**src/verilog/pmc_defs.svh**
```systemverilog
// Constant definitions for the power mode controller
`ifndef PMC_DEFS_SVH
`define PMC_DEFS_SVH
`define PMC_ADDR_MODE      8'h00
`define PMC_ADDR_ACT_TPL   8'h04
`define PMC_ADDR_ALT_TPL   8'h08
`define PMC_ADDR_WAKE_EN   8'h0C
`define PMC_ADDR_CTW       8'h10
`define PMC_ADDR_STATUS    8'h14
`define PMC_TPL_RESET      8'hFF
`define PMC_WAKE_RESET     4'h0
`define PMC_CPU_BIT        0
`define PMC_WAKE_PERIPH    0
`define PMC_WAKE_SUPPLY    1
`define PMC_WAKE_CTW       2
`define PMC_WAKE_PIN       3
`define PMC_CTW_TAP        9
`define PMC_CLK_MHZ        25
`define PMC_SLEEP_US       15
`define PMC_HIB_US         100
`define PMC_RESP_OKAY      2'h0
`define PMC_RESP_SLVERR    2'h2
`endif

```
**src/verilog/pmc_pkg.sv**
```systemverilog
// Types shared by the power mode controller
`default_nettype none
package pmc_pkg;
  // Global power modes, Gray coded along active-alternate-sleep-hibernate-resume order
  typedef enum logic [2:0] {
    PMC_ACTIVE    = 3'h0,
    PMC_ALTERNATE = 3'h1,
    PMC_SLEEP     = 3'h3,
    PMC_HIBERNATE = 3'h2,
    PMC_RESUME    = 3'h6
  } pmc_mode_e;

  // Wakeup request sources
  typedef struct packed {
    logic peripheral;
    logic supply;
    logic pin;
  } pmc_wake_s;

  // Reset-type wakeup sources
  typedef struct packed {
    logic ext_pin;
    logic watchdog;
    logic precise;
  } pmc_rst_s;
endpackage : pmc_pkg
`default_nettype wire

```
**src/verilog/pmc_ctrl.sv**
```systemverilog
// Power mode controller with AXI4-Lite register access
//
// The placing of the registers and the AXI4-Lite register port were chosen for this implementation.
`include "pmc_defs.svh"
`default_nettype none
// Functional notes
// - Four modes: active, alternate, sleep, hibernate
// - Active by wakeup, reset, write; alternate write-only
// - Active template bits enable each subsystem
// - Disabled resource: clocks gated, bias cut
// - CPU may disable itself; wakeup re-enables
// - Wakeup forces active mode and CPU on
// - Boots into active mode
// - Alternate mode uses own template
// - Sleep/hibernate by write; all subsystems off
// - Sleep keeps timewheel and real-time clock running
// - Sleep resume waits regulators, within 15 us
// - Hibernate stops clocks, wakes on pin interrupt or reset-type source
// - Hibernate holds outputs and pin interrupt setup
// - Hibernate resume under 100 us
// - Wakeups from interrupt or reset restore active
// - Timewheel gives periodic wakeup interrupts
// - Reset pin, watchdog, precise reset wake
// - Timewheel: 13-bit counter at 1 kHz
module pmc_ctrl #(
  parameter int NSUB     = 8,   // Power-controllable subsystems
  parameter int CTW_BITS = 13   // Timewheel width
) (
  input  wire logic             CLOCK,
  input  wire logic             RST,
  input  wire logic             CE,
  input  wire logic             TICK_1K,       // One-cycle pulse from low_speed_osc
  input  wire pmc_pkg::pmc_wake_s WAKE_IRQ,    // Interrupt wakeup sources
  input  wire pmc_pkg::pmc_rst_s  WAKE_RST,    // Reset-type wakeup sources
  input  wire logic             REG_READY,     // Regulators stable
  input  wire logic             AWVALID,
  output logic                  AWREADY,
  input  wire logic [7:0]       AWADDR,
  input  wire logic             WVALID,
  output logic                  WREADY,
  input  wire logic [31:0]      WDATA,
  input  wire logic [3:0]       WSTRB,
  output logic                  BVALID,
  input  wire logic             BREADY,
  output logic [1:0]            BRESP,
  input  wire logic             ARVALID,
  output logic                  ARREADY,
  input  wire logic [7:0]       ARADDR,
  output logic                  RVALID,
  input  wire logic             RREADY,
  output logic [31:0]           RDATA,
  output logic [1:0]            RRESP,
  output logic [NSUB-1:0]       SUB_CLK_EN,    // Clock enable per subsystem
  output logic [NSUB-1:0]       SUB_BIAS_EN,   // Bias/leakage enable per subsystem
  output logic                  SLOW_CLK_ONLY, // Only slow oscillators may run
  output logic                  ALL_CLK_STOP,  // Hibernate clock stop
  output logic                  IO_HOLD,       // Freeze pin outputs and pin irq setup
  output logic [2:0]            MODE           // Current global mode
);
  // Resume times in cycles, rounded down (longest allowed)
  localparam int SLEEP_CYC = `PMC_SLEEP_US * `PMC_CLK_MHZ;
  localparam int HIB_CYC   = `PMC_HIB_US * `PMC_CLK_MHZ;
  localparam int CW        = 12;

  pmc_pkg::pmc_mode_e mode_reg, mode_next;  // Global mode
  logic [NSUB-1:0]    act_tpl_reg;          // Active template
  logic [NSUB-1:0]    alt_tpl_reg;          // Alternate template
  logic [3:0]         wake_en_reg;          // Wakeup source enables
  logic [CTW_BITS-1:0] ctw_reg;             // Central timewheel
  logic [CTW_BITS-1:0] ctw_next;
  logic [CW-1:0]      rcnt_reg, rcnt_next;  // Resume deadline counter
  logic               hib_resume_reg;       // Resume started from hibernate
  logic               cpu_force_reg;        // CPU re-enabled by wakeup
  logic               aw_hold_reg, w_hold_reg;
  logic [7:0]         awaddr_reg;
  logic [31:0]        wdata_reg;
  logic               rst_wake_reg;         // Reset-type wake seen

  // Bus decode
  wire aw_take  = AWVALID && AWREADY;
  wire w_take   = WVALID && WREADY;
  wire wr_go    = (aw_hold_reg || aw_take) && (w_hold_reg || w_take) && !BVALID;
  wire [7:0] wa = aw_take ? AWADDR : awaddr_reg;
  wire [31:0] wd = w_take ? WDATA : wdata_reg;
  wire wr_mode  = wr_go && wa == `PMC_ADDR_MODE && WSTRB[0];
  wire wr_act   = wr_go && wa == `PMC_ADDR_ACT_TPL && WSTRB[0];
  wire wr_alt   = wr_go && wa == `PMC_ADDR_ALT_TPL && WSTRB[0];
  wire wr_wen   = wr_go && wa == `PMC_ADDR_WAKE_EN && WSTRB[0];
  wire wr_ctw   = wr_go && wa == `PMC_ADDR_CTW;
  wire wr_ok    = wa == `PMC_ADDR_MODE || wa == `PMC_ADDR_ACT_TPL
               || wa == `PMC_ADDR_ALT_TPL || wa == `PMC_ADDR_WAKE_EN
               || wa == `PMC_ADDR_CTW;
  wire [2:0] req_mode = wd[2:0];

  // Timewheel wraps; tap bit gives periodic interrupt
  wire ctw_run  = mode_reg != pmc_pkg::PMC_HIBERNATE;
  wire ctw_irq  = ctw_run && TICK_1K && (ctw_reg[`PMC_CTW_TAP:0] == '1);

  // Wakeup qualification per mode
  wire wk_per   = WAKE_IRQ.peripheral && wake_en_reg[`PMC_WAKE_PERIPH];
  wire wk_sup   = WAKE_IRQ.supply && wake_en_reg[`PMC_WAKE_SUPPLY];
  wire wk_ctw   = ctw_irq && wake_en_reg[`PMC_WAKE_CTW];
  wire wk_pin   = WAKE_IRQ.pin && wake_en_reg[`PMC_WAKE_PIN];
  wire rst_any  = |WAKE_RST;
  wire wake_irq_any = (mode_reg == pmc_pkg::PMC_HIBERNATE) ? wk_pin
                    : (wk_per || wk_sup || wk_ctw || wk_pin);
  wire wake_any = wake_irq_any || rst_any;

  // Mode sequencing
  always_comb
  begin
    mode_next = mode_reg;
    rcnt_next = rcnt_reg;
    case (mode_reg)
      pmc_pkg::PMC_ACTIVE, pmc_pkg::PMC_ALTERNATE:
      begin
        if (wake_any)
          mode_next = pmc_pkg::PMC_ACTIVE;
        else if (wr_mode)
        begin
          // Only the four documented modes; others ignored
          if (req_mode == pmc_pkg::PMC_ACTIVE || req_mode == pmc_pkg::PMC_ALTERNATE
              || req_mode == pmc_pkg::PMC_SLEEP || req_mode == pmc_pkg::PMC_HIBERNATE)
            mode_next = pmc_pkg::pmc_mode_e'(req_mode);
        end
      end
      pmc_pkg::PMC_SLEEP, pmc_pkg::PMC_HIBERNATE:
      begin
        // Mode writes here are ignored
        if (wake_any)
        begin
          mode_next = pmc_pkg::PMC_RESUME;
          rcnt_next = '0;
        end
      end
      pmc_pkg::PMC_RESUME:
      begin
        // Leave once regulators settle, or at the deadline regardless
        rcnt_next = rcnt_reg + CW'(1);
        if (REG_READY || (hib_resume_reg ? rcnt_reg >= CW'(HIB_CYC - 2)
                                         : rcnt_reg >= CW'(SLEEP_CYC - 2)))
          mode_next = pmc_pkg::PMC_ACTIVE;
      end
      default:
        mode_next = pmc_pkg::PMC_ACTIVE;
    endcase
  end

  assign ctw_next = (wr_ctw ? '0 : ctw_reg) + ((ctw_run && TICK_1K) ? CTW_BITS'(1) : '0);

  // Mode, resume and timewheel state
  always_ff @(posedge CLOCK or posedge RST)
  begin
    if (RST)
    begin
      mode_reg       <= pmc_pkg::PMC_ACTIVE;
      rcnt_reg       <= '0;
      hib_resume_reg <= 1'b0;
      ctw_reg        <= '0;
      rst_wake_reg   <= 1'b0;
    end
    else if (CE)
    begin
      mode_reg       <= mode_next;
      rcnt_reg       <= rcnt_next;
      if (mode_next == pmc_pkg::PMC_RESUME && mode_reg != pmc_pkg::PMC_RESUME)
        hib_resume_reg <= mode_reg == pmc_pkg::PMC_HIBERNATE;
      ctw_reg        <= ctw_next;
      if (rst_any)
        rst_wake_reg <= 1'b1;
      else if (wr_go && wa == `PMC_ADDR_STATUS)
        rst_wake_reg <= 1'b0;
    end
  end

  // Templates, wake enables, CPU override
  always_ff @(posedge CLOCK or posedge RST)
  begin
    if (RST)
    begin
      act_tpl_reg   <= `PMC_TPL_RESET;
      alt_tpl_reg   <= `PMC_TPL_RESET;
      wake_en_reg   <= `PMC_WAKE_RESET;
      cpu_force_reg <= 1'b0;
    end
    else if (CE)
    begin
      if (wr_act)
        act_tpl_reg <= wd[NSUB-1:0];
      if (wr_alt)
        alt_tpl_reg <= wd[NSUB-1:0];
      if (wr_wen)
        wake_en_reg <= wd[3:0];
      // Wakeup sets the override; a template write to the CPU bit ends it
      if (wake_any)
        cpu_force_reg <= 1'b1;
      else if (wr_act || wr_alt)
        cpu_force_reg <= 1'b0;
    end
  end

  // Subsystem gating from the selected template
  wire [NSUB-1:0] tpl = (mode_reg == pmc_pkg::PMC_ALTERNATE) ? alt_tpl_reg
                      : (mode_reg == pmc_pkg::PMC_ACTIVE)    ? act_tpl_reg
                      : '0;
  wire [NSUB-1:0] cpu_mask = NSUB'(cpu_force_reg) << `PMC_CPU_BIT;
  wire [NSUB-1:0] en_next  = tpl | (tpl == '0 && mode_reg != pmc_pkg::PMC_ACTIVE
                                    && mode_reg != pmc_pkg::PMC_ALTERNATE ? '0 : cpu_mask);

  // Registered gating outputs
  always_ff @(posedge CLOCK or posedge RST)
  begin
    if (RST)
    begin
      SUB_CLK_EN    <= `PMC_TPL_RESET;
      SUB_BIAS_EN   <= `PMC_TPL_RESET;
      SLOW_CLK_ONLY <= 1'b0;
      ALL_CLK_STOP  <= 1'b0;
      IO_HOLD       <= 1'b0;
      MODE          <= pmc_pkg::PMC_ACTIVE;
    end
    else if (CE)
    begin
      SUB_CLK_EN    <= en_next;
      SUB_BIAS_EN   <= en_next;
      SLOW_CLK_ONLY <= mode_reg == pmc_pkg::PMC_SLEEP;
      ALL_CLK_STOP  <= mode_reg == pmc_pkg::PMC_HIBERNATE;
      IO_HOLD       <= mode_reg == pmc_pkg::PMC_HIBERNATE;
      MODE          <= mode_reg;
    end
  end

  // Write channel: capture address and data in either order
  assign AWREADY = !aw_hold_reg && !BVALID;
  assign WREADY  = !w_hold_reg && !BVALID;
  always_ff @(posedge CLOCK or posedge RST)
  begin
    if (RST)
    begin
      aw_hold_reg <= 1'b0;
      w_hold_reg  <= 1'b0;
      awaddr_reg  <= '0;
      wdata_reg   <= '0;
      BVALID      <= 1'b0;
      BRESP       <= `PMC_RESP_OKAY;
    end
    else if (CE)
    begin
      if (wr_go)
      begin
        aw_hold_reg <= 1'b0;
        w_hold_reg  <= 1'b0;
        BVALID      <= 1'b1;
        BRESP       <= (wr_ok || wa == `PMC_ADDR_STATUS) ? `PMC_RESP_OKAY : `PMC_RESP_SLVERR;
      end
      else
      begin
        if (aw_take)
        begin
          aw_hold_reg <= 1'b1;
          awaddr_reg  <= AWADDR;
        end
        if (w_take)
        begin
          w_hold_reg <= 1'b1;
          wdata_reg  <= WDATA;
        end
        if (BVALID && BREADY)
          BVALID <= 1'b0;
      end
    end
  end

  // Read channel
  assign ARREADY = !RVALID;
  always_ff @(posedge CLOCK or posedge RST)
  begin
    if (RST)
    begin
      RVALID <= 1'b0;
      RDATA  <= '0;
      RRESP  <= `PMC_RESP_OKAY;
    end
    else if (CE)
    begin
      if (ARVALID && ARREADY)
      begin
        RVALID <= 1'b1;
        RRESP  <= `PMC_RESP_OKAY;
        if (ARADDR == `PMC_ADDR_MODE)
          RDATA <= 32'(mode_reg);
        else if (ARADDR == `PMC_ADDR_ACT_TPL)
          RDATA <= 32'(act_tpl_reg);
        else if (ARADDR == `PMC_ADDR_ALT_TPL)
          RDATA <= 32'(alt_tpl_reg);
        else if (ARADDR == `PMC_ADDR_WAKE_EN)
          RDATA <= 32'(wake_en_reg);
        else if (ARADDR == `PMC_ADDR_CTW)
          RDATA <= 32'(ctw_reg);
        else if (ARADDR == `PMC_ADDR_STATUS)
          RDATA <= {30'h0, cpu_force_reg, rst_wake_reg};
        else
        begin
          RDATA <= '0;
          RRESP <= `PMC_RESP_SLVERR;
        end
      end
      else if (RVALID && RREADY)
        RVALID <= 1'b0;
    end
  end

  // Checks
  hib_pin_only_a: assert property (@(posedge CLOCK) disable iff (RST)
    CE && mode_reg == pmc_pkg::PMC_HIBERNATE && !wk_pin && !rst_any
    |=> mode_reg == pmc_pkg::PMC_HIBERNATE)
    else $error("hibernate left without pin wakeup");
  wake_active_a: assert property (@(posedge CLOCK) disable iff (RST)
    CE && wake_any && (mode_reg == pmc_pkg::PMC_ACTIVE || mode_reg == pmc_pkg::PMC_ALTERNATE)
    |=> mode_reg == pmc_pkg::PMC_ACTIVE)
    else $error("wakeup did not force active");
  sleep_gate_a: assert property (@(posedge CLOCK) disable iff (RST)
    CE && mode_reg == pmc_pkg::PMC_SLEEP |=> SUB_CLK_EN == '0 && SLOW_CLK_ONLY)
    else $error("sleep left subsystems on");
  sleep_resume_a: assert property (@(posedge CLOCK) disable iff (RST)
    mode_reg == pmc_pkg::PMC_RESUME && !hib_resume_reg && rcnt_reg == CW'(SLEEP_CYC - 2) && CE
    |=> mode_reg == pmc_pkg::PMC_ACTIVE)
    else $error("sleep resume too slow");
  hib_resume_a: assert property (@(posedge CLOCK) disable iff (RST)
    mode_reg == pmc_pkg::PMC_RESUME && hib_resume_reg |-> rcnt_reg <= CW'(HIB_CYC - 2))
    else $error("hibernate resume too slow");
  ignore_req_a: assert property (@(posedge CLOCK) disable iff (RST)
    CE && mode_reg == pmc_pkg::PMC_SLEEP && !wake_any |=> mode_reg == pmc_pkg::PMC_SLEEP)
    else $error("write changed mode in sleep");
  hold_io_a: assert property (@(posedge CLOCK) disable iff (RST)
    CE && mode_reg == pmc_pkg::PMC_HIBERNATE |=> IO_HOLD && ALL_CLK_STOP)
    else $error("pins not held in hibernate");
  ctw_step_a: assert property (@(posedge CLOCK) disable iff (RST)
    CE && TICK_1K && ctw_run && !wr_ctw |=> ctw_reg == $past(ctw_reg) + CTW_BITS'(1))
    else $error("timewheel did not advance");
  cpu_on_a: assert property (@(posedge CLOCK) disable iff (RST)
    CE && wake_any && !(wr_act || wr_alt) ##1 CE && mode_reg == pmc_pkg::PMC_ACTIVE
    |=> SUB_CLK_EN[`PMC_CPU_BIT])
    else $error("cpu not re-enabled");
  sleep_c: cover property (@(posedge CLOCK) mode_reg == pmc_pkg::PMC_SLEEP ##[1:400]
    mode_reg == pmc_pkg::PMC_ACTIVE);
  hib_c: cover property (@(posedge CLOCK) mode_reg == pmc_pkg::PMC_HIBERNATE ##1
    mode_reg == pmc_pkg::PMC_RESUME);
  alt_c: cover property (@(posedge CLOCK) mode_reg == pmc_pkg::PMC_ALTERNATE);
endmodule : pmc_ctrl
`default_nettype wire

```
**config.mk**
```make
export PLATFORM = sky130hd
export DESIGN_NAME = pmc_ctrl
export DESIGN_NICKNAME = d
export VERILOG_FILES = /design/src/verilog/pmc_pkg.sv /design/src/verilog/pmc_ctrl.sv
export VERILOG_INCLUDE_DIRS = /design/src /design/src/verilog
export SDC_FILE = /design/constraint.sdc
export NUM_CORES = 1
export LEC_CHECK = 0
export BUFFER_PORTS_ARGS = -buffer_cell sky130_fd_sc_hd__buf_2
export CAP_MARGIN = 0
export CORE_MARGIN = 2
export CORE_UTILIZATION = 50
export CTS_CLUSTER_SIZE = 30
export DETAILED_ROUTE_END_ITERATION = 8
export GPL_TIMING_DRIVEN = 0
export PLACE_DENSITY_LB_ADDON = 0.08
export SETUP_SLACK_MARGIN = 0.05
export SYNTH_ARGS = -nofsm -noshare
export SYNTH_HDL_FRONTEND = slang
export SYNTH_SLANG_ARGS = --single-unit
```
**constraint.sdc**
```tcl
create_clock -name CLOCK -period 9.1 [get_ports CLOCK]
set_clock_uncertainty 0.2 [all_clocks]
set_input_delay 0.455 -clock CLOCK [delete_from_list [all_inputs] [get_ports CLOCK]]
set_output_delay 0.455 -clock CLOCK [all_outputs]
set_load 0.01 [all_outputs]
```
==> flow_summary.rst <==
.. list-table::
   :header-rows: 1

   * - Metric
     - Value
   * - Largest net degree at the start of global routing
     - 73
   * - CTS tree
     - built
   * - Die Footprint
     - 11,260 um^2
   * - Number of iterations in the first detailed-routing pass
     - 8
   * - Post-Synth XOR/XNOR Area
     - 0.03361
   * - Remaining antenna violation count
     - 0
   * - Final wirelength
     - 12,180 um
   * - Worst ir drop on vdd
     - 132.4 uV
   * - Vias per cell
     - 5.343
   * - Netlist area before placement
     - 5212 um^2
   * - Count of input and output buffers
     - 81
   * - Number of distinct standard cells referenced by the synthesized netlist
     - 63
   * - Share of flip-flops with an asynchronous set or reset
     - 1.000
   * - Setup CP Type
     - reg -> reg
   * - Portion of total power attributed to the clock network
     - 0.264
   * - Antenna diode count
     - 0
   * - Internal power of the cells
     - 885.3 uW
   * - Number of cells upsized or downsized after cts
     - 0
   * - CP startpoint kind
     - register
   * - Root Driver
     - clkbuf_8
   * - Area share of and/or/nand/nor cells after synthesis
     - 0.1947
   * - Max transition margin
     - 0.3505
   * - Unrepaired setup endpoints after global routing
     - no
   * - GRT Util Overall
     - 0.2262
   * - Post-Syn Instances
     - 541
   * - Count of final hold-check violations
     - 0
   * - Post-CTS setup buffers
     - 0
   * - Reported max-cap violation count
     - 0
   * - Global routing's busiest layer
     - met2
   * - Fraction of power spent switching nets
     - 0.3157
   * - Number of endpoints failing setup at the final stage
     - 0
   * - Power Dens Cells
     - 210.4 nW/um^2
   * - Adder-cell area share of the yosys netlist
     - 0.01440
   * - Combinational family with the most area after synthesis
     - simple AND/OR/NAND/NOR gates
   * - Initial Utilization
     - 0.5095
   * - Chip height
     - 106.1 um
   * - Net switching power figure
     - 408.4 uW
   * - Post-synthesis compound-gate area fraction
     - 0.1234
   * - Ports
     - 131
   * - Register area share after synthesis
     - 0.4810
   * - Routability cong.
     - 0.8718
   * - Total clock sinks
     - 99
   * - Sort of element at the end of the critical path
     - register
   * - Global-route track usage on met1
     - 0.3247
   * - Antenna violations before repair
     - 0
   * - Fraction of met3 tracks used by global routing
     - 0.03433
   * - Logic pwr share
     - 0.252
   * - Number of global-route vias before repair
     - 3,961
   * - Post-route minimum period
     - 3.536 ns
   * - Number of buffers added by the clock tree synthesis step
     - 9
   * - Worst hold-check path type
     - in -> reg
   * - Final sum of negative setup slack
     - 0 ns
   * - Via Count
     - 4,258
   * - Reported leakage power
     - 0.002765 uW
   * - Worst hold slack after final layout
     - 0.1211 ns
   * - Pins Over Slew Limit
     - 0
   * - Mux share of post-synthesis cell area
     - 0.07369
   * - Final #Nets
     - 730
   * - Worst Path Max Fanout
     - 10
   * - Worst-skew pair later-pin latency
     - 0.38 ns
   * - Total of warnings raised by yosys
     - 0
   * - Overflow after GRT
     - 0
   * - Result of the run
     - complete, no violations
   * - Half-perimeter wire length of the detailed placement result
     - 9236 um
   * - Number of flops mapped to enable cells by yosys
     - 0
   * - Top FF cell, synth
     - dfrtp_1
   * - Std-Cell Core Area
     - 10,230 um^2
   * - Sequential Power Share
     - 0.484
   * - Clock Path Buffers
     - 2
   * - Die Span X
     - 106.1 um
   * - Area growth from synthesis to layout
     - 17.98%
   * - Worst-margin pin slew
     - 0.9660 ns
   * - Worst EP required
     - 9.16 ns
   * - Period Utilization, post-route
     - 0.3885
   * - Clock-pin slew on the worst setup and hold paths
     - 0.09 ns
   * - Highest Clock Rate
     - 282.8 MHz
   * - Iter 0 DRT Violations
     - 275
   * - Row count
     - 37
   * - Wire length of the first global-routing pass
     - 19,980 um
   * - Met2 usage
     - 0.3503
   * - Fraction of the core area covered by cells at the end of the flow
     - 0.6011
   * - Synth Register Bits
     - 99
   * - Hold-fix buffers at CTS
     - 1
   * - Final routed wire length divided by cell count
     - 15.28 um
   * - # DRC
     - 0
   * - H-Tree Depth
     - 3
   * - Crit path arrival time
     - 3.60 ns
   * - Share of final-layout standard cells stronger than drive strength 1
     - 0.2890
   * - Per-instance average area after synthesis
     - 9.635 um^2
[per-stage QoR]
stage | total power, uW | instances | instance area, um^2 | worst slack, ns
after floorplan | 842.4 | 561 | 5288 | 5.894
after global placement | 944.3 | 778 | 5863 | 4.756
after detailed placement | 960.8 | 779 | 5893 | 5.657
after CTS | 1302 | 796 | 6145 | 5.653
after global routing | 1370 | 797 | 6150 | 5.338
final | 1294 | 797 | 6150 | 5.564
[final timing paths]
check	from	to	slack, ns	cells after the start
max in group asynchronous	RST	SUB_BIAS_EN[0]	7.54	4
worst min register to register	RDATA[12]	RDATA[12]	0.27	2
worst max-delay path	BVALID	ctw_reg[10]	5.56	12
min in group asynchronous	RST	BVALID	0.42	3
worst max register to register	BVALID	ctw_reg[10]	5.56	12
worst min-delay path	WDATA[4]	wdata_reg[4]	0.12	2
[cell families (layout without fill, tap and decap cells)]
family | count (synthesis) | after routing
other | 1 | 21
buffers and inverters | 70 | 170
XOR/XNOR | 20 | 20
adder cells (fa/ha/maj) | 6 | 6
AND/OR/NAND/NOR | 210 | 210
flip-flops | 99 | 99
AO/OA/AOI/OAI | 99 | 99
multiplexers | 36 | 36
[synth_stat cells, types with 6 or more instances]
cell,n,area share
xnor2_1,12,0.020
nor3_1,11,0.011
nand4_1,9,0.011
nand3_1,11,0.011
xor2_1,8,0.013
mux2_2,19,0.041
a21oi_1,19,0.018
dfrtp_1,75,0.36
nor2b_1,6,0.0072
ha_1,6,0.014
inv_1,17,0.012
clkbuf_1,14,0.010
nand2b_1,8,0.0096
mux2i_1,17,0.033
nand2_1,87,0.063
and3_1,6,0.0072
nor2_1,41,0.030
dfstp_2,24,0.12
o21ai_0,31,0.030
o22ai_1,10,0.012
buf_4,31,0.045
[routing by layer]
metal  routed length (um)  vias to the layer above
li1                     -                     2069
met5                    0                        -
met3                  745                       12
met2                 5474                      155
met1                 5774                     2022
met4                  183                        0
[critical path, stage by stage (launching register included)]
cell      delay (ns)
dfrtp_1         0.38
clkbuf_1        0.17
nor3b_2         0.43
buf_2           0.29
nand3_1         0.14
a21oi_1         0.48
buf_2           0.32
nor2b_1         0.08
ha_1            0.26
ha_1            0.23
nand2_1         0.18
nor4_1          0.09
xnor2_1         0.15
[power groups by stage]
stage / combinational, uW / sequential, uW / clock, uW
3_5_place_dp: 329 / 632 / 0
5_1_grt: 371 / 635 / 364
6_report: 327 / 626 / 341
3_3_place_gp: 317 / 628 / 0
4_1_cts: 330 / 624 / 348
2_1_floorplan: 230 / 612 / 0
[cell usage in the layout (no fill, tap or decap), types with 19 or more instances in the layout]
| cell type | count |
|---|---|
| o21ai_0 | 31 |
| dfrtp_1 | 75 |
| buf_4 | 31 |
| nand2_1 | 87 |
| conb_1 | 21 |
| dfstp_2 | 24 |
| buf_2 | 87 |
| a21oi_1 | 19 |
| mux2_2 | 19 |
| nor2_1 | 41 |
[final cells by class]
type	instances	area [um^2]
buffer	53	345.3
clock buffer	11	141.4
clock inverter	5	100.1
fill	921	4081
inverter	17	66.31
multi-input combinational	392	2371
sequential	99	2507
tap	136	170.2
timing repair buffer	84	447.9
Power figures use the tool's default switching activity.
